<file path="src/core/fwd_pkg.sv">
// Shared constants of the frequency watchdog and recovery control block.
// Assumes a 50 MHz core clock and byte-wide control bytes from an SMBus
// slave engine outside this block.
package fwd_pkg;
  // Control byte indices
  localparam logic [2:0] IDX_CFG = 3'h0;
  localparam logic [2:0] IDX_COUNT = 3'h1;
  localparam logic [2:0] IDX_SOFT_SEL = 3'h2;
  localparam logic [2:0] IDX_NUM = 3'h3;
  localparam logic [2:0] IDX_DEN = 3'h4;
  localparam logic [2:0] IDX_REC_NUM = 3'h5;
  localparam logic [2:0] IDX_REC_DEN = 3'h6;
  localparam logic [2:0] IDX_STATUS = 3'h7;
  // Configuration byte bit positions
  localparam int B_CUSTOM_EN = 0;
  localparam int B_OVERRIDE = 1;
  localparam int B_DOG_EN = 2;
  localparam int B_SCALE = 3;
  localparam int B_RST_WD = 4;
  localparam int B_RST_FC = 5;
  localparam int B_REC_SRC = 6;
  localparam int B_FLAG = 7;
  // Status byte bit positions
  localparam int B_ST_RECOVERY = 0;
  localparam int B_ST_RUNNING = 1;
  // Field widths
  localparam int SEL_W = 5;
  localparam int CNT_W = 5;
  localparam int NUM_W = 8;
  localparam int DEN_W = 7;
  // Offset added to numerator and denominator in the frequency formula
  localparam logic [NUM_W:0] NUM_OFFSET = 9'h003;
  localparam logic [DEN_W:0] DEN_OFFSET = 8'h03;
  // Reset values
  localparam logic [7:0] RST_CFG = 8'h00;
  localparam logic [CNT_W-1:0] RST_COUNT = 5'h1F;
  localparam logic [SEL_W-1:0] RST_SEL = 5'h00;
  localparam logic [NUM_W-1:0] RST_NUM = 8'h00;
  localparam logic [DEN_W-1:0] RST_DEN = 7'h00;
  // Tick timing
  localparam int unsigned CLK_KHZ = 50000;
  localparam int unsigned TICK_SHORT_MS = 150;
  localparam int unsigned TICK_LONG_MS = 2500;
  localparam int unsigned TICK_SHORT_CYC = TICK_SHORT_MS * CLK_KHZ;
  localparam int unsigned TICK_LONG_CYC = TICK_LONG_MS * CLK_KHZ;
  localparam int TICK_W = 27;
  localparam int unsigned RST_PULSE_CYC = 16;
  // Watchdog states
  typedef enum logic [3:0] {
    DOG_OFF = 4'h1,
    DOG_ARMED = 4'h2,
    DOG_COUNT = 4'h4,
    DOG_EXPIRED = 4'h8
  } dog_state_e;
endpackage : fwd_pkg

</file>
<file path="src/core/fwd_tick.sv">
// Tick generator of the watchdog: one pulse per selected tick period.
// Assumes restart is a one-cycle pulse that realigns the period.
`timescale 1ns/100ps
module fwd_tick #(
  parameter int unsigned SHORT_CYC = fwd_pkg::TICK_SHORT_CYC,
  parameter int unsigned LONG_CYC = fwd_pkg::TICK_LONG_CYC
) (
  input wire logic clk,
  input wire logic arst_n,
  input wire logic restart,
  input wire logic scale_sel,
  output logic tick
);
  import fwd_pkg::*;
  localparam logic [TICK_W-1:0] SHORT_M1 = TICK_W'(SHORT_CYC - 1);
  localparam logic [TICK_W-1:0] LONG_M1 = TICK_W'(LONG_CYC - 1);
  logic [TICK_W-1:0] cnt_ff;
  logic tick_ff;
  // Period limit from the scale bit
  wire [TICK_W-1:0] limit = scale_sel ? LONG_M1 : SHORT_M1;
  wire at_end = (cnt_ff >= limit);
  wire [TICK_W-1:0] nxt_cnt = (restart || at_end) ? '0 : cnt_ff + 1'b1;
  // Cycle counter and tick pulse
  always_ff @(posedge clk or negedge arst_n) begin
    if (!arst_n) begin
      cnt_ff <= '0;
      tick_ff <= 1'b0;
    end else begin
      cnt_ff <= nxt_cnt;
      tick_ff <= at_end && !restart;
    end
  end
  assign tick = tick_ff;
endmodule : fwd_tick

</file>
<file path="src/core/fwd_pulse.sv">
// Fixed-length pulse stretcher for the system reset output.
// Assumes trig is a one-cycle event; a new event restarts the pulse.
`timescale 1ns/100ps
module fwd_pulse #(
  parameter int unsigned LEN = fwd_pkg::RST_PULSE_CYC
) (
  input wire logic clk,
  input wire logic arst_n,
  input wire logic trig,
  output logic pulse
);
  logic [7:0] left_ff;
  logic pulse_ff;
  wire [7:0] nxt_left = trig ? 8'(LEN) : (left_ff != 8'h00 ?
                        left_ff - 8'h01 : 8'h00);
  // Remaining length and registered output
  always_ff @(posedge clk or negedge arst_n) begin
    if (!arst_n) begin
      left_ff <= 8'h00;
      pulse_ff <= 1'b0;
    end else begin
      left_ff <= nxt_left;
      pulse_ff <= nxt_left != 8'h00;
    end
  end
  assign pulse = pulse_ff;
endmodule : fwd_pulse

</file>
<file path="src/core/fwd_watchdog.sv">
// Control logic of the frequency watchdog: control bytes, watchdog,
// recovery switch, frequency selection and reset pulse.
// Assumes an SMBus slave engine delivers control byte writes and reads,
// and the gear constant table lives outside behind GEAR_SEL.
`timescale 1ns/100ps
module fwd_watchdog #(
  parameter int unsigned SHORT_CYC = fwd_pkg::TICK_SHORT_CYC,
  parameter int unsigned LONG_CYC = fwd_pkg::TICK_LONG_CYC,
  parameter int unsigned PULSE_CYC = fwd_pkg::RST_PULSE_CYC
) (
  input wire logic CLK,
  input wire logic ARST_N,
  input wire logic [fwd_pkg::SEL_W-1:0] STRAP_SELECT_PINS,
  input wire logic CTRL_WE,
  input wire logic [2:0] CTRL_ADDR,
  input wire logic [7:0] CTRL_WDATA,
  output logic [7:0] CTRL_RDATA,
  output logic [fwd_pkg::SEL_W-1:0] GEAR_SEL,
  output logic CUSTOM_ACTIVE,
  output logic [fwd_pkg::NUM_W:0] NUM_TERM,
  output logic [fwd_pkg::DEN_W:0] DEN_TERM,
  output logic FREQ_LOAD,
  output logic TIMEOUT_FLAG,
  output logic SYS_RESET_PULSE
);
  import fwd_pkg::*;

  logic [7:0] cfg_ff;
  logic flag_ff;
  logic [CNT_W-1:0] timeout_count_ff;
  logic [SEL_W-1:0] soft_sel_ff;
  logic [NUM_W-1:0] numerator_ff;
  logic [DEN_W-1:0] denominator_ff;
  logic [NUM_W-1:0] rec_num_ff;
  logic [DEN_W-1:0] rec_den_ff;
  logic [SEL_W-1:0] strap_latched_ff;
  logic strap_taken_ff;
  logic recovery_ff;
  dog_state_e state_ff, nxt_state;
  logic [CNT_W-1:0] count_ff, nxt_count;
  logic [7:0] rdata_ff;
  logic [SEL_W-1:0] gear_ff;
  logic custom_ff;
  logic [NUM_W:0] num_term_ff;
  logic [DEN_W:0] den_term_ff;
  logic load_ff;
  logic tick;

  // Write decode
  wire wr_cfg = CTRL_WE && (CTRL_ADDR == IDX_CFG);
  wire wr_count = CTRL_WE && (CTRL_ADDR == IDX_COUNT);
  wire wr_sel = CTRL_WE && (CTRL_ADDR == IDX_SOFT_SEL);
  wire wr_num = CTRL_WE && (CTRL_ADDR == IDX_NUM);
  wire wr_den = CTRL_WE && (CTRL_ADDR == IDX_DEN);
  wire wr_rnum = CTRL_WE && (CTRL_ADDR == IDX_REC_NUM);
  wire wr_rden = CTRL_WE && (CTRL_ADDR == IDX_REC_DEN);

  // Configuration fields
  wire custom_en = cfg_ff[B_CUSTOM_EN];
  wire strap_override = cfg_ff[B_OVERRIDE];
  wire dog_enable = cfg_ff[B_DOG_EN];
  wire tick_scale_sel = cfg_ff[B_SCALE];
  wire reset_on_timeout_en = cfg_ff[B_RST_WD];
  wire reset_on_freq_change_en = cfg_ff[B_RST_FC];
  wire recovery_source_sel = cfg_ff[B_REC_SRC];

  // Frequency change events raised by software writes
  wire cfg_freq_bits = wr_cfg &&
    ((CTRL_WDATA[B_CUSTOM_EN] != custom_en) ||
     (CTRL_WDATA[B_OVERRIDE] != strap_override));
  wire nm_change = (wr_num || wr_den) && custom_en;
  wire sel_change = wr_sel && strap_override;
  wire freq_change = cfg_freq_bits || nm_change || sel_change;
  wire w1c = wr_cfg && CTRL_WDATA[B_FLAG];
  wire dog_off_wr = wr_cfg && !CTRL_WDATA[B_DOG_EN];

  // Watchdog countdown events
  wire expire = (state_ff == DOG_COUNT) && (count_ff == '0) && !dog_off_wr;
  wire reload = (state_ff == DOG_ARMED || state_ff == DOG_COUNT) &&
                freq_change && !dog_off_wr;
  // Re-entry from the expired state also realigns the tick period
  wire rearm = (state_ff == DOG_EXPIRED) && dog_enable && freq_change &&
               !dog_off_wr;
  wire tick_restart = reload || rearm;
  wire rst_trig = (expire && reset_on_timeout_en) ||
                  (freq_change && reset_on_freq_change_en);

  // Control byte storage
  always_ff @(posedge CLK or negedge ARST_N) begin
    if (!ARST_N) begin
      cfg_ff <= RST_CFG;
      timeout_count_ff <= RST_COUNT;
      soft_sel_ff <= RST_SEL;
      numerator_ff <= RST_NUM;
      denominator_ff <= RST_DEN;
      rec_num_ff <= RST_NUM;
      rec_den_ff <= RST_DEN;
    end else begin
      if (wr_cfg) cfg_ff <= {1'b0, CTRL_WDATA[6:0]};
      if (wr_count) timeout_count_ff <= CTRL_WDATA[CNT_W-1:0];
      if (wr_sel) soft_sel_ff <= CTRL_WDATA[SEL_W-1:0];
      if (wr_num) numerator_ff <= CTRL_WDATA[NUM_W-1:0];
      if (wr_den) denominator_ff <= CTRL_WDATA[DEN_W-1:0];
      if (wr_rnum) rec_num_ff <= CTRL_WDATA[NUM_W-1:0];
      if (wr_rden) rec_den_ff <= CTRL_WDATA[DEN_W-1:0];
    end
  end

  // Sticky flag; expiry wins over a clear in the same cycle
  wire nxt_flag = expire || (flag_ff && !w1c);

  // Strap capture after reset release, recovery latch, flag
  always_ff @(posedge CLK or negedge ARST_N) begin
    if (!ARST_N) begin
      strap_latched_ff <= RST_SEL;
      strap_taken_ff <= 1'b0;
      recovery_ff <= 1'b0;
      flag_ff <= 1'b0;
    end else begin
      if (!strap_taken_ff) strap_latched_ff <= STRAP_SELECT_PINS;
      strap_taken_ff <= 1'b1;
      recovery_ff <= expire || (recovery_ff && !freq_change);
      flag_ff <= nxt_flag;
    end
  end

  // Watchdog state machine
  always_comb begin
    nxt_state = state_ff;
    nxt_count = count_ff;
    case (state_ff)
      DOG_OFF: begin
        nxt_count = timeout_count_ff;
        if (wr_cfg && CTRL_WDATA[B_DOG_EN]) nxt_state = DOG_ARMED;
      end
      DOG_ARMED: begin
        nxt_count = timeout_count_ff;
        if (reload) nxt_state = DOG_COUNT;
      end
      DOG_COUNT: begin
        if (reload) begin
          nxt_count = timeout_count_ff;
        end else if (expire) begin
          nxt_state = DOG_EXPIRED;
        end else if (tick && count_ff != '0) begin
          nxt_count = count_ff - 1'b1;
        end
      end
      DOG_EXPIRED: begin
        nxt_count = '0;
        if (dog_enable && freq_change) begin
          nxt_state = DOG_COUNT;
          nxt_count = timeout_count_ff;
        end
      end
      default: nxt_state = DOG_OFF;
    endcase
    if (dog_off_wr) begin
      nxt_state = DOG_OFF;
      nxt_count = timeout_count_ff;
    end
  end

  always_ff @(posedge CLK or negedge ARST_N) begin
    if (!ARST_N) begin
      state_ff <= DOG_OFF;
      count_ff <= RST_COUNT;
    end else begin
      state_ff <= nxt_state;
      count_ff <= nxt_count;
    end
  end

  // Tick timebase, realigned on every reload
  fwd_tick #(.SHORT_CYC(SHORT_CYC), .LONG_CYC(LONG_CYC)) u_tick (
    .clk(CLK),
    .arst_n(ARST_N),
    .restart(tick_restart),
    .scale_sel(tick_scale_sel),
    .tick(tick)
  );

  // Reset pulse stretcher
  fwd_pulse #(.LEN(PULSE_CYC)) u_pulse (
    .clk(CLK),
    .arst_n(ARST_N),
    .trig(rst_trig),
    .pulse(SYS_RESET_PULSE)
  );

  // Frequency selection; host keeps (N+3)/(M+3) above one
  wire [SEL_W-1:0] sel_src = strap_override ? soft_sel_ff
                                            : strap_latched_ff;
  wire rec_strap = recovery_ff && !recovery_source_sel;
  wire rec_nm = recovery_ff && recovery_source_sel;
  wire [SEL_W-1:0] nxt_gear = rec_strap ? strap_latched_ff : sel_src;
  wire nxt_custom = rec_nm || (custom_en && !rec_strap);
  wire [NUM_W-1:0] n_val = rec_nm ? rec_num_ff : numerator_ff;
  wire [DEN_W-1:0] m_val = rec_nm ? rec_den_ff : denominator_ff;
  wire [NUM_W:0] nxt_num_term = {1'b0, n_val} + NUM_OFFSET;
  wire [DEN_W:0] nxt_den_term = {1'b0, m_val} + DEN_OFFSET;

  // Read mux
  wire [7:0] status_byte = {6'h00, state_ff == DOG_COUNT, recovery_ff};
  wire [7:0] nxt_rdata =
    (CTRL_ADDR == IDX_CFG) ? {flag_ff, cfg_ff[6:0]} :
    (CTRL_ADDR == IDX_COUNT) ? {3'h0, timeout_count_ff} :
    (CTRL_ADDR == IDX_SOFT_SEL) ? {3'h0, soft_sel_ff} :
    (CTRL_ADDR == IDX_NUM) ? numerator_ff :
    (CTRL_ADDR == IDX_DEN) ? {1'b0, denominator_ff} :
    (CTRL_ADDR == IDX_REC_NUM) ? rec_num_ff :
    (CTRL_ADDR == IDX_REC_DEN) ? {1'b0, rec_den_ff} : status_byte;

  // Registered outputs
  always_ff @(posedge CLK or negedge ARST_N) begin
    if (!ARST_N) begin
      rdata_ff <= 8'h00;
      gear_ff <= RST_SEL;
      custom_ff <= 1'b0;
      num_term_ff <= NUM_OFFSET;
      den_term_ff <= DEN_OFFSET;
      load_ff <= 1'b0;
    end else begin
      rdata_ff <= nxt_rdata;
      gear_ff <= nxt_gear;
      custom_ff <= nxt_custom;
      num_term_ff <= nxt_num_term;
      den_term_ff <= nxt_den_term;
      load_ff <= freq_change || expire;
    end
  end

  assign CTRL_RDATA = rdata_ff;
  assign GEAR_SEL = gear_ff;
  assign CUSTOM_ACTIVE = custom_ff;
  assign NUM_TERM = num_term_ff;
  assign DEN_TERM = den_term_ff;
  assign FREQ_LOAD = load_ff;
  assign TIMEOUT_FLAG = flag_ff;
endmodule : fwd_watchdog

</file>
<file path="config.mk">
export PLATFORM = sky130hd
export DESIGN_NAME = fwd_watchdog
export DESIGN_NICKNAME = d
export VERILOG_FILES = /design/src/core/fwd_pkg.sv /design/src/core/fwd_tick.sv /design/src/core/fwd_pulse.sv /design/src/core/fwd_watchdog.sv
export SDC_FILE = /design/constraint.sdc
export NUM_CORES = 1
export LEC_CHECK = 0
export BUFFER_PORTS_ARGS = -buffer_cell sky130_fd_sc_hd__buf_2
export CAP_MARGIN = 20
export CORE_MARGIN = 1.5
export CORE_UTILIZATION = 60
export CTS_CLUSTER_SIZE = 16
export DETAILED_ROUTE_END_ITERATION = 10
export GPL_TIMING_DRIVEN = 0
export HOLD_SLACK_MARGIN = 0.03
export PLACE_DENSITY = 0.8
export SETUP_SLACK_MARGIN = 0.3
export SYNTH_ARGS = -nofsm -noshare
export SYNTH_HDL_FRONTEND = slang
export SYNTH_SLANG_ARGS = --single-unit
</file>
<file path="constraint.sdc">
create_clock -name CLK -period 6.6 [get_ports CLK]
set_input_delay 1.32 -clock CLK [delete_from_list [all_inputs] [get_ports CLK]]
set_output_delay 1.32 -clock CLK [all_outputs]
set_load 0.02 [all_outputs]
</file>
==> results.md <==
Timing:
- Final hold analysis gives a worst-case slack of 493 ps.
- The final worst clock skew is 8.34 ps.
- The final critical path time including I/O delays and setup is 3190 ps.
- The final cycle utilization of the critical path is 48.3%.
- Derived from the worst setup path, the maximum achievable clock frequency is 314 MHz.
- Setup repair after global routing left no endpoint under its margin.
- The count of final max-slew check failures is 0.
- The accumulated negative setup slack is 0 ps.
- The number of failing hold endpoints at the final stage came to 0.
- The worst max-slew margin expressed relative to the limit is 31.2%.
- The measured slew at the worst slew-check pin is 1020 ps.
- The post-layout worst setup margin is 3410 ps.
- The count of final setup violators is 0.

Drt:
- Once detail routing completed, the nets flagged for antenna violations numbered 0.
- After detailed routing, the average wire length per cell comes to 18.4 µm.
- The wire length after detailed routing is 15.9 mm.
- In the routed layout, each cell is associated on average with a via count of 6.11.
- The pre-antenna-repair detailed-routing pass consisted of 5 iterations.
- The first-iteration detailed-routing DRC count is 465.
- For this run, design rule violations remaining after detail routing come to 0.
- The overall via count from detail_route is 5,271.

Layout:
- Of the cells placed in the final design, the portion with a size suffix greater than 1 is 23.7%.
- The synthesis-to-layout area growth is 15.8%.
- The number of nets in the layout is 745.
- The antenna diode instance count is 0.

Synthesis:
- In the synthesized netlist, the cells that appear most often are 118 x sky130_fd_sc_hd__dfrtp_1, 48 x sky130_fd_sc_hd__mux2_2, 47 x sky130_fd_sc_hd__nor2_1, 44 x sky130_fd_sc_hd__nand2_1, 33 x sky130_fd_sc_hd__nand3_1.
- The async set-or-reset flop fraction in the synthesized netlist is 100%.
- The sequential fraction of the synthesis area is 49.3%.
- The dominant combinational cell family by area after synthesis is simple AND/OR/NAND/NOR gates.
- Yosys printed 0 warnings.
- The synthesized netlist net count is 675.
- The mean area per synthesized cell is 10.6 µm².
- The synthesized netlist devotes 17.3% of its cell area to simple gates.
- The synthesized netlist occupies a cell area of 6800 µm².
- The area fraction of the dominant cell type after synthesis is 43.5%.
- Summed over all instances, the cell type with the most area after synthesis is sky130_fd_sc_hd__dfrtp_1.
- The synthesized-area fraction occupied by adder cells is 2.95%.
- After technology mapping, the gate count stands at 640.
- After synthesis, the share of cell area in mux cells is 11.2%.
- The number of flip-flops and latches in the synthesized netlist is 133.
- In the post-synthesis netlist, the cell with the most instances is sky130_fd_sc_hd__dfrtp_1.
- Ranked by total cell area, the synthesized netlist is headed by sky130_fd_sc_hd__dfrtp_1 43%, sky130_fd_sc_hd__mux2_2 8.0%, sky130_fd_sc_hd__dfstp_2 5.8%.
- The number of library cell types mapped by synthesis is 69.
- The fraction of synthesized cell area in xor and xnor cells is 5.16%.
- The number of enable-type register cells in the synthesized netlist is 0.
- The primary flip-flop cell chosen by synthesis mapping is sky130_fd_sc_hd__dfrtp_1.
- The post-synthesis compound-gate area fraction is 11.0%.

Pwr:
- Total power for the finished layout comes to 2.88 mW.
- In this run the power density over the cells is 366 nW/µm².
- The worst ir drop on vdd is 0.328 mV.
- The static leakage power is 3.49 nW.

Floorplanning:
- The total area inside the core boundary comes to 10,900 µm².
- Measured along the y axis, the die boundary spans 109 µm.
- The number of top-level pins is 53.
- Row generation in the floorplan step produced 38 rows.
- The total die area is 12,000 µm².
- The initial utilization of the core area, before any placement, comes to 62.1%.
- The die outline width is 109 µm.

Place:
- During placement, the flow inserted port buffers numbering 50.
- The placer congestion estimate is 0.952.
- After legalization and detailed placement, the total HPWL measured 11.2 mm.
- The worst slack after detailed placement is 3050 ps.

Clock network:
- The hold buffer count at cts is 0.
- The maximum clock insertion buffer count is 2.
- The post-cts sizing count is 0.
- The CTS tree is built.
- The buffer type at the clock tree root is sky130_fd_sc_hd__clkbuf_16.
- Clock latency on the worst-skew pair, taken at its later pin, is 410 ps.
- After clock tree synthesis, the clock-pin slew on the worst setup and hold paths is 50 ps.
- The setup fix buffers added after clock tree synthesis is 0.
- The H-tree was split into 4 levels.
- The number of CTS-inserted buffers is 17.
- Clock tree synthesis found a total of 133 sinks.

Outcome:
- The flow ran to the end, and the final reports show no timing, DRC or antenna violations.

Worst setup path:
- The cell with the largest stage delay on the worst path is sky130_fd_sc_hd__a311oi_2.
- The setup path with the least slack is of type in -> reg.
- The worst setup path is launched from an input pin.
- On the worst path, the slowest cell contributes a delay of 470 ps.
- The kind of cell with the highest combined delay on the critical path is compound AO/OA/AOI/OAI gates.
- The worst setup path is captured at a flip-flop.
- Data on the critical path is required at its endpoint by 6930 ps.
- The arrival time of the worst setup path is 3520 ps.
- The total buffers and inverters traversed by the critical path is 3.
- The biggest fanout along the worst timing path is 10.
- Walking the worst path, the cells encountered are buf_6, nor2b_1, buf_2, a22o_1, a311oi_2, buf_4, o211ai_1, and3_1, a221o_1.

Global route:
- The via count of the first global-routing pass was 5,104.
- The global-route usage over all layers is 28.4%.
- Summed over all layers, the global routing overflow is 0.
- The initial antenna violation count is 1.
- Entering global routing, the biggest net connects 95 pins.
- The first global-routing pass estimated 25.7 mm of wire.

Run:
- The reported max-cap violation count is 0.

Hold path:
- The path type of the worst min-delay path is reg -> reg.
-- layout by cell type, fill, tap and decap left out, types with 22 or more instances in the layout --
cell / instances
sky130_fd_sc_hd__buf_2: 53
sky130_fd_sc_hd__clkbuf_1: 22
sky130_fd_sc_hd__dfrtp_1: 118
sky130_fd_sc_hd__mux2_2: 48
sky130_fd_sc_hd__mux2i_1: 22
sky130_fd_sc_hd__nand2_1: 44
sky130_fd_sc_hd__nand3_1: 33
sky130_fd_sc_hd__nor2_1: 47
sky130_fd_sc_hd__o21ai_0: 29
sky130_fd_sc_hd__xor2_1: 25
-- stage by stage --
stage | area, µm² | std cells | utilization (%)
after detailed placement | 7250 | 831 | 66.3
final | 7870 | 863 | 71.9
after global placement | 7220 | 830 | 66.0
after global routing | 7870 | 863 | 71.9
after floorplan | 6800 | 640 | -
after CTS | 7870 | 863 | 71.9
-- cell families (layout without fill, tap and decap cells) --
kind of cell	after synthesis	in the layout
other	1	1
adder cells (fa/ha/maj)	16	16
AND/OR/NAND/NOR	224	224
multiplexers	70	70
flip-flops	133	133
AO/OA/AOI/OAI	109	109
XOR/XNOR	40	40
buffers and inverters	47	130
-- power by group --
| group | total [mW] | internal, mW | switching, mW |
|---|---|---|---|
| clock | 0.962 | 0.633 | 0.329 |
| combinational | 0.700 | 0.308 | 0.393 |
| sequential | 1.22 | 1.03 | 0.182 |
-- layout make-up --
| class | count | area [µm²] |
|---|---|---|
| Timing Repair Buffer | 51 | 284 |
| Fill cell | 771 | 3070 |
| Inverter | 17 | 63.8 |
| Sequential cell | 133 | 3350 |
| Clock inverter | 8 | 121 |
| Multi-Input combinational cell | 460 | 3240 |
| Clock buffer | 24 | 492 |
| Buffer | 30 | 148 |
| Tap cell | 140 | 175 |
-- per-layer routing --
layer  vias to the layer above  GRT usage, %  routed length (µm)
li1                       2439             -                   -
met1                      2609          38.5                7030
met2                       191          45.0                7650
met3                        30          7.17                 947
met4                         2          9.09                 240
met5                         -             0                   7
-- flip-flops by register name, summed over array words and instances (netlist names), 4 cells and up --
register          count
DEN_TERM              8
strap_latched_ff      5
count_ff              5
soft_sel_ff           5
CTRL_RDATA            8
cfg_ff                7
NUM_TERM              9
u_pulse.left_ff       8
u_tick.cnt_ff        27
denominator_ff        7
rec_num_ff            8
state_ff              4
GEAR_SEL              5
rec_den_ff            7
timeout_count_ff      5
numerator_ff          8
-- final timing paths --
kind | slack [ps] | cells after the start | startpoint | endpoint
max reg2reg | 3460 | 7 | recovery_ff$_DFF_PN0_ | DEN_TERM[6]$_DFF_PN0_
max in group asynchronous | 4990 | 2 | ARST_N | timeout_count_ff[2]$_DFFE_PN1P_
min in group asynchronous | 810 | 1 | ARST_N | u_tick.cnt_ff[17]$_DFF_PN0_
min | 490 | 1 | u_tick.cnt_ff[0]$_DFF_PN0_ | u_tick.cnt_ff[0]$_DFF_PN0_
min reg2reg | 490 | 1 | u_tick.cnt_ff[0]$_DFF_PN0_ | u_tick.cnt_ff[0]$_DFF_PN0_
max | 3410 | 9 | CTRL_ADDR[0] | count_ff[2]$_DFFE_PN1P_
Power figures use the tool's default switching activity.
